### src/verilog/rsp_pkg.sv
// Constants for the return stack pointer block
//
// Notes on behaviour
// - Software reads and writes the top entry through upper, high and low byte registers.
// - Push increments the pointer and stores the current program counter as new top.
// - Pop discards the top entry by decrementing the pointer.
// - Pointer register bit 7 reads 1 once the stack became full or overflowed.
// - Pointer register bit 6 reads 1 after an underflow occurred.
// - Pointer register bit 5 is unimplemented and reads zero.
// - Low five bits hold the pointer, software read/write, reset to zero.
// - Both flags are cleared only by software or power-on reset.
// - Pointer increments before a push write, decrements after a pop read.
// - With overflow reset on, 31st push stores pc+2, sets full, resets, pointer zero.
// - With overflow reset off, 31st push sets full; later pushes keep pointer and entries, set full again.
// - Pop from empty returns zero, sets underflow, pointer stays zero.
package rsp_pkg;

  localparam int unsigned ADDR_W = 4;
  localparam int unsigned DATA_W = 8;
  localparam int unsigned PC_W   = 21;
  localparam int unsigned LVL_W  = 5;
  localparam int unsigned DEPTH  = 32;

  // Register offsets
  localparam logic [3:0] OFS_TOP_UPPER  = 4'h0;
  localparam logic [3:0] OFS_TOP_HIGH   = 4'h1;
  localparam logic [3:0] OFS_TOP_LOW    = 4'h2;
  localparam logic [3:0] OFS_STACK_PTR  = 4'h3;
  localparam logic [3:0] OFS_IRQ_STATUS = 4'h4;
  localparam logic [3:0] OFS_IRQ_CLEAR  = 4'h5;
  localparam logic [3:0] OFS_IRQ_ENABLE = 4'h6;

  // Pointer register fields
  localparam int unsigned FULL_BIT  = 7;
  localparam int unsigned UNDER_BIT = 6;
  localparam int unsigned UPPER_W   = 5;

  // Interrupt status bits
  localparam int unsigned IRQ_W         = 2;
  localparam int unsigned IRQ_FULL_BIT  = 0;
  localparam int unsigned IRQ_UNDER_BIT = 1;

  // Levels and reset values
  localparam logic [4:0]  LVL_EMPTY  = 5'h00;
  localparam logic [4:0]  LVL_FULL   = 5'h1f;
  localparam logic [4:0]  LVL_LAST   = 5'h1e;
  localparam logic [20:0] PC_STEP    = 21'h000002;
  localparam logic [20:0] PC_ZERO    = 21'h000000;
  localparam logic [7:0]  BYTE_ZERO  = 8'h00;
  localparam logic [1:0]  IRQ_ZERO   = 2'h0;

endpackage

### src/verilog/rsp_stack_mem.sv
// Flip-flop storage for the return stack entries
`timescale 1ns/1ps
`default_nettype none
module rsp_stack_mem (
  input  wire logic                         clk_sys,  // Core clock
  input  wire logic                         rst,      // Synchronous reset
  input  wire logic                         wr_en,    // Write one entry
  input  wire logic [rsp_pkg::LVL_W-1:0]    wr_idx,   // Entry written
  input  wire logic [rsp_pkg::PC_W-1:0]     wr_data,  // Value written
  input  wire logic [rsp_pkg::LVL_W-1:0]    rd_idx,   // Entry read
  output logic      [rsp_pkg::PC_W-1:0]     rd_data   // Value read, combinational
);
  import rsp_pkg::*;

  logic [PC_W-1:0] entry      [DEPTH];
  logic [PC_W-1:0] next_entry [DEPTH];

  always_comb begin
    for (int i = 0; i < DEPTH; i++) begin
      next_entry[i] = entry[i];
    end
    if (wr_en) begin
      next_entry[wr_idx] = wr_data;
    end
  end

  always_ff @(posedge clk_sys) begin
    for (int i = 0; i < DEPTH; i++) begin
      if (rst) begin
        entry[i] <= PC_ZERO;
      end else begin
        entry[i] <= next_entry[i];
      end
    end
  end

  assign rd_data = entry[rd_idx];

endmodule
`default_nettype wire

### src/verilog/rsp_return_stack.sv
// Return stack pointer, top-entry registers and stack events
`timescale 1ns/1ps
`default_nettype none
module rsp_return_stack (
  input  wire logic                        clk_sys,               // Core clock, 20 MHz
  input  wire logic                        rst,                   // Power-on reset, synchronous
  input  wire logic                        push,                  // Push pulse from sequencer
  input  wire logic                        pop,                   // Pop pulse from sequencer
  input  wire logic [rsp_pkg::PC_W-1:0]    pc_in,                 // Current program counter
  input  wire logic                        overflow_reset_enable, // Configuration option
  input  wire logic [rsp_pkg::ADDR_W-1:0]  addr,                  // Register address
  input  wire logic [rsp_pkg::DATA_W-1:0]  wr_data,               // Register write data
  input  wire logic                        wr_en,                 // Register write strobe
  input  wire logic                        rd_en,                 // Register read strobe
  output logic      [rsp_pkg::DATA_W-1:0]  rd_data,               // Read data, cycle after strobe
  output logic      [rsp_pkg::PC_W-1:0]    pop_pc,                // Value returned by a pop
  output logic                             pop_valid,             // Pop result pulse
  output logic                             dev_reset_req,         // Device reset request pulse
  output logic                             irq                    // Level interrupt
);
  import rsp_pkg::*;

  ////////////////////////////////////////////////////////////////////////////
  // Helpers

  // Sticky flag: set wins, software clears only with a written zero
  function automatic logic sticky(input logic cur, input logic set_ev,
                                  input logic sw_wr, input logic sw_bit);
    logic res;
    res = cur;
    if (sw_wr && !sw_bit) begin
      res = 1'b0;
    end
    if (set_ev) begin
      res = 1'b1;
    end
    return res;
  endfunction

  // Address match on the register port
  function automatic logic hit(input logic [ADDR_W-1:0] a, input logic [3:0] ofs);
    return a == ofs;
  endfunction

  // Level arithmetic wraps in five bits; callers guard both ends
  function automatic logic [LVL_W-1:0] step(input logic [LVL_W-1:0] lvl, input logic up);
    logic [LVL_W-1:0] res;
    res = up ? lvl + 5'h01 : lvl - 5'h01;
    return res;
  endfunction

  // Byte write into the top entry, the other bytes kept
  function automatic logic [PC_W-1:0] put_byte(input logic [PC_W-1:0]   cur,
                                                input logic [1:0]        sel,
                                                input logic [DATA_W-1:0] b);
    logic [PC_W-1:0] res;
    res = cur;
    case (sel)
      2'h0: begin
        res[PC_W-1:16] = b[UPPER_W-1:0];
      end
      2'h1: begin
        res[15:8] = b;
      end
      default: begin
        res[7:0] = b;
      end
    endcase
    return res;
  endfunction

  ////////////////////////////////////////////////////////////////////////////
  // State

  logic [LVL_W-1:0] stack_level;
  logic             stack_full_flag;
  logic             stack_underflow_flag;
  logic [IRQ_W-1:0] irq_status;
  logic [IRQ_W-1:0] irq_enable;

  logic [LVL_W-1:0] next_stack_level;
  logic             next_stack_full_flag;
  logic             next_stack_underflow_flag;
  logic [IRQ_W-1:0] next_irq_status;
  logic [IRQ_W-1:0] next_irq_enable;
  logic [DATA_W-1:0] next_rd_data;
  logic [PC_W-1:0]  next_pop_pc;
  logic             next_pop_valid;
  logic             next_dev_reset_req;
  logic             next_irq;

  // Storage port
  logic             mem_wr;
  logic [LVL_W-1:0] mem_wr_idx;
  logic [PC_W-1:0]  mem_wr_data;
  logic [PC_W-1:0]  top_entry;

  rsp_stack_mem u_mem (
    .clk_sys (clk_sys),
    .rst     (rst),
    .wr_en   (mem_wr),
    .wr_idx  (mem_wr_idx),
    .wr_data (mem_wr_data),
    .rd_idx  (stack_level),
    .rd_data (top_entry)
  );

  ////////////////////////////////////////////////////////////////////////////
  // Register decode

  logic wr_upper;
  logic wr_high;
  logic wr_low;
  logic wr_ptr;
  logic wr_clr;
  logic wr_ena;

  assign wr_upper = wr_en && hit(addr, OFS_TOP_UPPER);
  assign wr_high  = wr_en && hit(addr, OFS_TOP_HIGH);
  assign wr_low   = wr_en && hit(addr, OFS_TOP_LOW);
  assign wr_ptr   = wr_en && hit(addr, OFS_STACK_PTR);
  assign wr_clr   = wr_en && hit(addr, OFS_IRQ_CLEAR);
  assign wr_ena   = wr_en && hit(addr, OFS_IRQ_ENABLE);

  ////////////////////////////////////////////////////////////////////////////
  // Stack operations

  logic do_push;
  logic do_pop;
  logic at_top;
  logic at_empty;
  logic full_ev;
  logic under_ev;

  // Push wins if the sequencer ever raises both
  assign do_push  = push;
  assign do_pop   = pop && !push;
  assign at_top   = stack_level == LVL_FULL;
  assign at_empty = stack_level == LVL_EMPTY;
  // A push at level 31 counts again, so the flag re-arms after a clear
  assign full_ev  = do_push && (at_top || stack_level == LVL_LAST);
  assign under_ev = do_pop && at_empty;

  always_comb begin
    next_stack_level   = stack_level;
    next_pop_pc        = PC_ZERO;
    next_pop_valid     = 1'b0;
    next_dev_reset_req = 1'b0;
    mem_wr             = 1'b0;
    mem_wr_idx         = stack_level;
    mem_wr_data        = top_entry;

    if (wr_ptr) begin
      next_stack_level = wr_data[LVL_W-1:0];
    end

    if (wr_upper) begin
      mem_wr      = 1'b1;
      mem_wr_data = put_byte(top_entry, 2'h0, wr_data);
    end else if (wr_high) begin
      mem_wr      = 1'b1;
      mem_wr_data = put_byte(top_entry, 2'h1, wr_data);
    end else if (wr_low) begin
      mem_wr      = 1'b1;
      mem_wr_data = put_byte(top_entry, 2'h2, wr_data);
    end

    if (do_push) begin
      if (at_top) begin
        // no overwrite once the last entry is used
        next_stack_level = stack_level;
        mem_wr           = 1'b0;
        if (overflow_reset_enable) begin
          // overflow with reset option also resets here
          next_stack_level   = LVL_EMPTY;
          next_dev_reset_req = 1'b1;
        end
      end else begin
        // increment first, then store the counter
        next_stack_level = step(stack_level, 1'b1);
        mem_wr           = 1'b1;
        mem_wr_idx       = step(stack_level, 1'b1);
        mem_wr_data      = pc_in;
        if (stack_level == LVL_LAST && overflow_reset_enable) begin
          // 31st push stores pc+2 and resets
          mem_wr_data        = pc_in + PC_STEP;
          next_stack_level   = LVL_EMPTY;
          next_dev_reset_req = 1'b1;
        end
      end
    end else if (do_pop) begin
      next_pop_valid = 1'b1;
      if (at_empty) begin
        // empty pop returns zero and holds level
        next_pop_pc      = PC_ZERO;
        next_stack_level = LVL_EMPTY;
      end else begin
        next_pop_pc      = top_entry;
        next_stack_level = step(stack_level, 1'b0);
      end
    end
  end

  ////////////////////////////////////////////////////////////////////////////
  // Flags and interrupt

  always_comb begin
    next_stack_full_flag = sticky(stack_full_flag, full_ev, wr_ptr, wr_data[FULL_BIT]);
    next_stack_underflow_flag = sticky(stack_underflow_flag, under_ev, wr_ptr,
                                       wr_data[UNDER_BIT]);

    next_irq_enable = irq_enable;
    if (wr_ena) begin
      next_irq_enable = wr_data[IRQ_W-1:0];
    end

    next_irq_status = irq_status;
    if (wr_clr) begin
      next_irq_status = irq_status & ~wr_data[IRQ_W-1:0];
    end
    // New events beat a clear in the same cycle
    if (full_ev) begin
      next_irq_status[IRQ_FULL_BIT] = 1'b1;
    end
    if (under_ev) begin
      next_irq_status[IRQ_UNDER_BIT] = 1'b1;
    end

    next_irq = |(next_irq_status & next_irq_enable);
  end

  ////////////////////////////////////////////////////////////////////////////
  // Read data

  always_comb begin
    next_rd_data = BYTE_ZERO;
    if (rd_en) begin
      case (addr)
        OFS_TOP_UPPER:  next_rd_data = {3'h0, top_entry[20:16]};
        OFS_TOP_HIGH:   next_rd_data = top_entry[15:8];
        OFS_TOP_LOW:    next_rd_data = top_entry[7:0];
        OFS_STACK_PTR:  next_rd_data = {stack_full_flag, stack_underflow_flag, 1'b0, stack_level};
        OFS_IRQ_STATUS: next_rd_data = {6'h00, irq_status};
        OFS_IRQ_ENABLE: next_rd_data = {6'h00, irq_enable};
        // Unmapped and write-only offsets read zero
        default:        next_rd_data = BYTE_ZERO;
      endcase
    end
  end

  ////////////////////////////////////////////////////////////////////////////
  // Stack registers

  // Outputs registered, so the sequencer always sees settled values
  always_ff @(posedge clk_sys) begin
    if (rst) begin
      stack_level   <= LVL_EMPTY;
      pop_pc        <= PC_ZERO;
      pop_valid     <= 1'b0;
      dev_reset_req <= 1'b0;
    end else begin
      stack_level   <= next_stack_level;
      pop_pc        <= next_pop_pc;
      pop_valid     <= next_pop_valid;
      dev_reset_req <= next_dev_reset_req;
    end
  end

  ////////////////////////////////////////////////////////////////////////////
  // Flag and interrupt registers

  // Power-on reset is the only hardware path that clears the flags
  always_ff @(posedge clk_sys) begin
    if (rst) begin
      stack_full_flag      <= 1'b0;
      stack_underflow_flag <= 1'b0;
      irq_status           <= IRQ_ZERO;
      irq_enable           <= IRQ_ZERO;
      irq                  <= 1'b0;
    end else begin
      stack_full_flag      <= next_stack_full_flag;
      stack_underflow_flag <= next_stack_underflow_flag;
      irq_status           <= next_irq_status;
      irq_enable           <= next_irq_enable;
      irq                  <= next_irq;
    end
  end

  ////////////////////////////////////////////////////////////////////////////
  // Read data register

  always_ff @(posedge clk_sys) begin
    if (rst) begin
      rd_data <= BYTE_ZERO;
    end else begin
      rd_data <= next_rd_data;
    end
  end

endmodule
`default_nettype wire

### config.mk
export PLATFORM = sky130hd
export DESIGN_NAME = rsp_return_stack
export DESIGN_NICKNAME = d
export VERILOG_FILES = /design/src/verilog/rsp_pkg.sv /design/src/verilog/rsp_stack_mem.sv /design/src/verilog/rsp_return_stack.sv
export SDC_FILE = /design/constraint.sdc
export NUM_CORES = 2
export LEC_CHECK = 0
export ABC_AREA = 1
export BUFFER_PORTS_ARGS = -buffer_cell sky130_fd_sc_hd__buf_4
export CORE_UTILIZATION = 55
export CTS_CLUSTER_DIAMETER = 40
export CTS_CLUSTER_SIZE = 25
export DETAILED_ROUTE_END_ITERATION = 6
export PLACE_DENSITY = 0.78
export SLEW_MARGIN = 20
export SYNTH_ARGS = -nofsm -noshare
export SYNTH_HDL_FRONTEND = slang
export SYNTH_HIERARCHICAL = 1
export SYNTH_SLANG_ARGS = --single-unit
export TNS_END_PERCENT = 5
### constraint.sdc
create_clock -name clk_sys -period 7.25 [get_ports clk_sys]
set_input_delay 1.45 -clock clk_sys [delete_from_list [all_inputs] [get_ports clk_sys]]
set_output_delay 1.45 -clock clk_sys [all_outputs]
set_load 0.05 [all_outputs]
Yosys cells after proc, flatten, opt, wreduce, memory -nomap -nowiden
Memory sizes are Yosys's and may differ from the RTL's. A register that Yosys moved wholly into a read port is not among the register bits.
Index checks and enable logic that the tools add are counted.
Widths: inputs -> output; s select.
{ "word_totals": {"ff_bits": 43, "ramBits": 672, "out_inout_bits": 32, "wordCells": 166, "n_memories": 1} }
{ "mem_list": {"columns": ["name", "depth", "word_bits", "read_ports", "rd_clocked_by_memory_dff", "write_ports", "line", "source"], "rows": [
  ["u_mem.entry", 32, 21, 33, 1, 32, "rsp_stack_mem.sv:15", "logic [PC_W-1:0] entry [DEPTH];"]
]} }
{ "op_classes": {"n_addsub": 3, "order_cmp": 2, "n_eq_ne": 9, "n_mux": 74, "bitwise_logic": 39, "reduce_logical": 28} }
{ "op_table": {"columns": ["cell", "count"], "rows": [
  ["$mux 21", 37],
  ["$bwmux 672", 1],
  ["$mux 672", 1],
  ["$demux 21 s5", 1],
  ["$mux 5", 11],
  ["$pmux 8 s6", 1],
  ["$or 1x1->1", 32],
  ["$add 21x2->21 const B", 1],
  ["$mux 1", 18],
  ["$mux 16", 1],
  ["$logic_and 1x1->1", 13],
  ["$eq 4x3->1 const B", 3],
  ["$eq 5x5->1 const B", 2],
  ["$eq 4x2->1 const B", 2],
  ["$mux 8", 1],
  ["$reduce_or 2->1", 4],
  ["$ge 6x6->1 const B", 1],
  ["$lt 6x1->1 const B", 1],
  ["$not 5->6", 1],
  ["$add 5x1->5 const B", 1],
  ["$logic_not 5->1", 1],
  ["$sub 5x1->5 const B", 1],
  ["$and 2x2->2", 2],
  ["$eq 4x1->1 const B", 1],
  ["11 further kinds", 17]
]} }

Depth between registers and ports, before layout
{ "depth": {"ltp_word": 11, "mapped_depth": 19, "ltp_nobuf": 15} }

Modules after synthesis
The synthesis kept the hierarchy.
{ "by_module_without_submodules": {"columns": ["mod", "n_inst", "cells_per_inst", "area_each_um2", "seq_area_each_um2"], "rows": [
  ["rsp_stack_mem", 1, 4631, 30043.8, 13452.9],
  ["rsp_return_stack", 1, 452, 2864.0, 860.8]
]} }

Worst setup path before layout
OpenSTA, ideal clock, no wires.
{ "synth_path": {"path_kind": "in2reg", "from": "input port push", "to": "memory u_mem.entry[1][10]", "t_arrival_ns": 3.125, "required_time_ns": 7.180, "setup_slack_ns": 4.055, "cell_stages": 12, "n_path_buf": 3, "cell_sequence": "inv_1 -> nor2_1 -> buf_2 -> buf_2 -> o21ai_0 -> inv_1 -> nand3_1 -> nor2_1 -> inv_1 -> clkbuf_1 -> nand2_1 -> a21oi_1"} }
{ "synth_lines": {"columns": ["element", "line", "source"], "rows": [
  ["start: declaration", "rsp_return_stack.sv:7", "input wire logic push,"],
  ["end: declaration", "rsp_stack_mem.sv:15", null]
]} }

==> impl_metrics.json <==
{
  "drcViolationCount": 0,
  "synth_xor_xnor_area_share_pct": 0.133,
  "netlist.top_cell.by_area": "dfxtp_1",
  "leakagePower_nw": 13.3,
  "fin_nets": 4956,
  "via_per_inst": 5.87,
  "min_period_ns": 5.07,
  "status": "complete, no violations",
  "n_fill_cell": 5306,
  "htree_levels": 3,
  "pwr_density_cell_nw_per_um2": 286,
  "layout-drive-gt1-share_pct": 7.35,
  "seqPwrFrac_pct": 38.2,
  "die_area_sq_um": 60800,
  "wl_mm": 110,
  "port_buffers": 71,
  "pwr-share-clk_pct": 49.4,
  "tightestPinTransition_ns": 1.25,
  "ir_drop_uv": 216,
  "avgSynthCellArea_sq_um": 6.47,
  "grt_pass1_wl_mm": 169,
  "die_h_um": 247,
  "rsz0062_at_grt": "no",
  "core-area_sq_um": 59000,
  "drt_first_pass_iters": 6,
  "comb_power_share_pct": 12.4,
  "cts_hold_buf": 0,
  "antenna_found_initial": 2,
  "period_share_pct": 69.9,
  "clkTransAtPathRegs_ns": 0.06,
  "overflow": 0,
  "regArea_sq_um": 14300,
  "via_count": 33866,
  "ys_types": 37,
  "area_delta_synth_final_pct": 12.4,
  "slew_viol_final": 0,
  "first_iter_violations": 5129,
  "wl_per_cell_um": 19.0,
  "cp_top_family": "buffers and inverters",
  "numClockSinks": 715,
  "synth_area_sq_um": 32900,
  "min_path_type": "reg2reg",
  "synth_compound_area_share_pct": 11.8,
  "synth_mux_area_share_pct": 0,
  "rows": 89,
  "finalInstanceArea_sq_um": 37000,
  "synth_edf_count": 0,
  "synthSimpleGateAreaFrac_pct": 37.3,
  "worstSetupPathType": "reg2reg",
  "critPathCaptureType": "register",
  "synth_fa_ha_area_share_pct": 0.228,
  "cts_buffers": 102,
  "synthTopCellsByArea": "dfxtp_1, nand2_1, a21oi_1",
  "max-cap-violations": 0,
  "start_util_pct": 55.8,
  "finalSetupViolCount": 0,
  "multi_input_area_sq_um": 16400,
  "postCtsSetupRepairBufs": 0,
  "path_buf_inv": 4,
  "synth_common_cells": "nand2_1, dfxtp_1, a21oi_1",
  "slew_headroom_pct": 16.2,
  "worst_path_largest_cell_delay_ns": 0.92,
  "clk_latency_ns": 0.68,
  "critPathSlowestCell": "dfxtp_4",
  "switching_share_pct": 30.4,
  "root_buffer": "clkbuf_16",
  "routabilityCongestion": 0.988,
  "cp_common_cell": "nand2_1",
  "ios": 72,
  "first_global_vias": 29841,
  "arrival_ns": 5.63,
  "worst-path-max-fanout": 85,
  "ys_dominant_reg_cell": "dfxtp_1",
  "fmax_ghz": 0.197,
  "yosysSeqAreaShare_pct": 43.5,
  "placed_cell_area_sq_um": 33300,
  "async_reset_ff_share_pct": 0,
  "cts_resized": 0,
  "p_sw_w": 0.00322,
  "synth_top_area_share_pct": 43.5,
  "synth_nets": 5129,
  "synth_top_family_by_area": "simple AND/OR/NAND/NOR gates",
  "crit_chain": "inv_6 -> buf_4 -> nand3_1 -> nand3_1 -> nand2_1 -> nand2_1 -> nand2_1 -> nand2_1 -> nand2_1 -> nand2_1 -> o21ai_0 -> o22ai_1 -> inv_1 -> buf_4 -> nand2_1 -> a21oi_1",
  "antennaDiodeCount": 0,
  "setup_tns_ns": 0,
  "cp-start-kind": "register",
  "ant_nets": 0,
  "dp_slack_ns": 2.56,
  "synth_most_common_cell": "nand2_1",
  "dp_hpwl_mm": 62.8,
  "finClkSkew_ns": 0.0329,
  "grt_max_degree": 221,
  "chipWidth_um": 247,
  "ys_seq_elements": 715,
  "globalRouteTotalUtil_pct": 35.1,
  "clock_path_buffers": 3,
  "synth_warnings": 6,
  "layout_setup_ws_ns": 2.18,
  "syn-instance-count": 5083,
  "finalHoldViolations": 0,
  "cts_tree": "done",
  "internal_power_w": 0.00736,
  "critPathRequiredTime_ns": 7.81
}
==> per-stage QoR <==
step	hold slack, ns	utilization (%)	total power, W	instances
2_1_floorplan	0.439	-	0.00489	5083
3_3_place_gp	0.447	56.4	0.00536	5578
3_5_place_dp	0.452	56.5	0.00537	5579
4_1_cts	0.460	62.7	0.0106	5769
5_1_grt	0.469	62.7	0.0109	5769
6_report	0.458	62.7	0.0106	5769
==> layer usage <==
layer	up-vias	track usage [%]	part of all wire (%)
li1	15922	-	-
met4	0	15.9	4.3
met1	15684	49.1	40
met2	1990	51.8	43
met5	-	0	0
met3	270	6.91	12
==> logic make-up (layout without fill, tap and decap cells) <==
group	after synthesis	after routing
AOI/OAI and AO/OA	765	765
xor gates and xnor gates	5	5
adders and majority gates	6	6
buffers and inverters	549	462
DFF	715	715
and+or+nand+nor	3043	3043
==> state kept, by name, summed over array words and instances, names as in the netlist <==
signal                count
irq_status                2
rd_data                   8
irq                       1
stack_underflow_flag      1
stack_full_flag           1
dev_reset_req             1
irq_enable                2
u_mem/entry             672
stack_level               5
pop_valid                 1
pop_pc                   21
==> cell type report <==
cell class                 count  share of cell area, %
clock inverter                80                   2.73
inverter                     130                   1.36
clock buffer                 110                   7.17
timing repair buffer         142                   3.13
sequential                   715                   38.7
tap                          773                   2.61
multi-input combinational   3819                   44.3
==> final timing paths <==
check,slack [ns],to,cells after the start,from
worst max-delay path,2.18,u_mem/entry[14][11]$_SDFFE_PP0P_,16,stack_level[1]$_SDFFE_PP0P_
worst min-delay path,0.46,u_mem/entry[2][18]$_SDFFE_PP0P_,2,u_mem/entry[2][18]$_SDFFE_PP0P_
worst max register to register,2.18,u_mem/entry[14][11]$_SDFFE_PP0P_,16,stack_level[1]$_SDFFE_PP0P_
worst min register to register,0.46,u_mem/entry[2][18]$_SDFFE_PP0P_,2,u_mem/entry[2][18]$_SDFFE_PP0P_
==> cell usage in the layout, fill, tap and decap left out, types with 4 or more instances in the layout <==
| cell | netlist | routed |
|---|---|---|
| clkinv_8 | 0 | 7 |
| clkbuf_8 | 0 | 7 |
| clkinvlp_4 | 0 | 11 |
| clkbuf_16 | 0 | 102 |
| dfxtp_1 | 715 | 711 |
| buf_4 | 15 | 134 |
| o22ai_1 | 12 | 12 |
| o21ai_4 | 0 | 4 |
| inv_8 | 0 | 8 |
| inv_6 | 0 | 21 |
| nor2_1 | 122 | 120 |
| nand4_1 | 8 | 8 |
| a21oi_1 | 682 | 681 |
| nand3_1 | 544 | 544 |
| nand2_1 | 2323 | 2323 |
| inv_1 | 125 | 120 |
| a31oi_1 | 6 | 4 |
| nor2_2 | 4 | 4 |
| nor2_4 | 3 | 5 |
| buf_12 | 0 | 5 |
| o21ai_0 | 51 | 48 |
| bufinv_16 | 0 | 10 |
| nor3_1 | 30 | 30 |
| clkinv_2 | 0 | 7 |
| inv_2 | 2 | 4 |
| clkinv_4 | 0 | 14 |
| ha_1 | 6 | 6 |
==> worst register-to-register path: cells and delay by family (launching register included) <==
| family | cells | cell delay, ns |
|---|---|---|
| buffers and inverters | 4 | 2.34 |
| AND/OR/NAND/NOR | 9 | 1.35 |
| flip-flops | 1 | 0.92 |
| AO/OA/AOI/OAI | 3 | 0.36 |
==> power by group through the flow <==
| stage | logic, W | clock network (W) | registers, W |
|---|---|---|---|
| 2_1_floorplan | 0.000788 | 0 | 0.00410 |
| 3_3_place_gp | 0.00123 | 0 | 0.00413 |
| 3_5_place_dp | 0.00124 | 0 | 0.00413 |
| 4_1_cts | 0.00125 | 0.00526 | 0.00404 |
| 5_1_grt | 0.00136 | 0.00544 | 0.00405 |
| 6_report | 0.00131 | 0.00523 | 0.00404 |
Power figures use the tool's default switching activity.
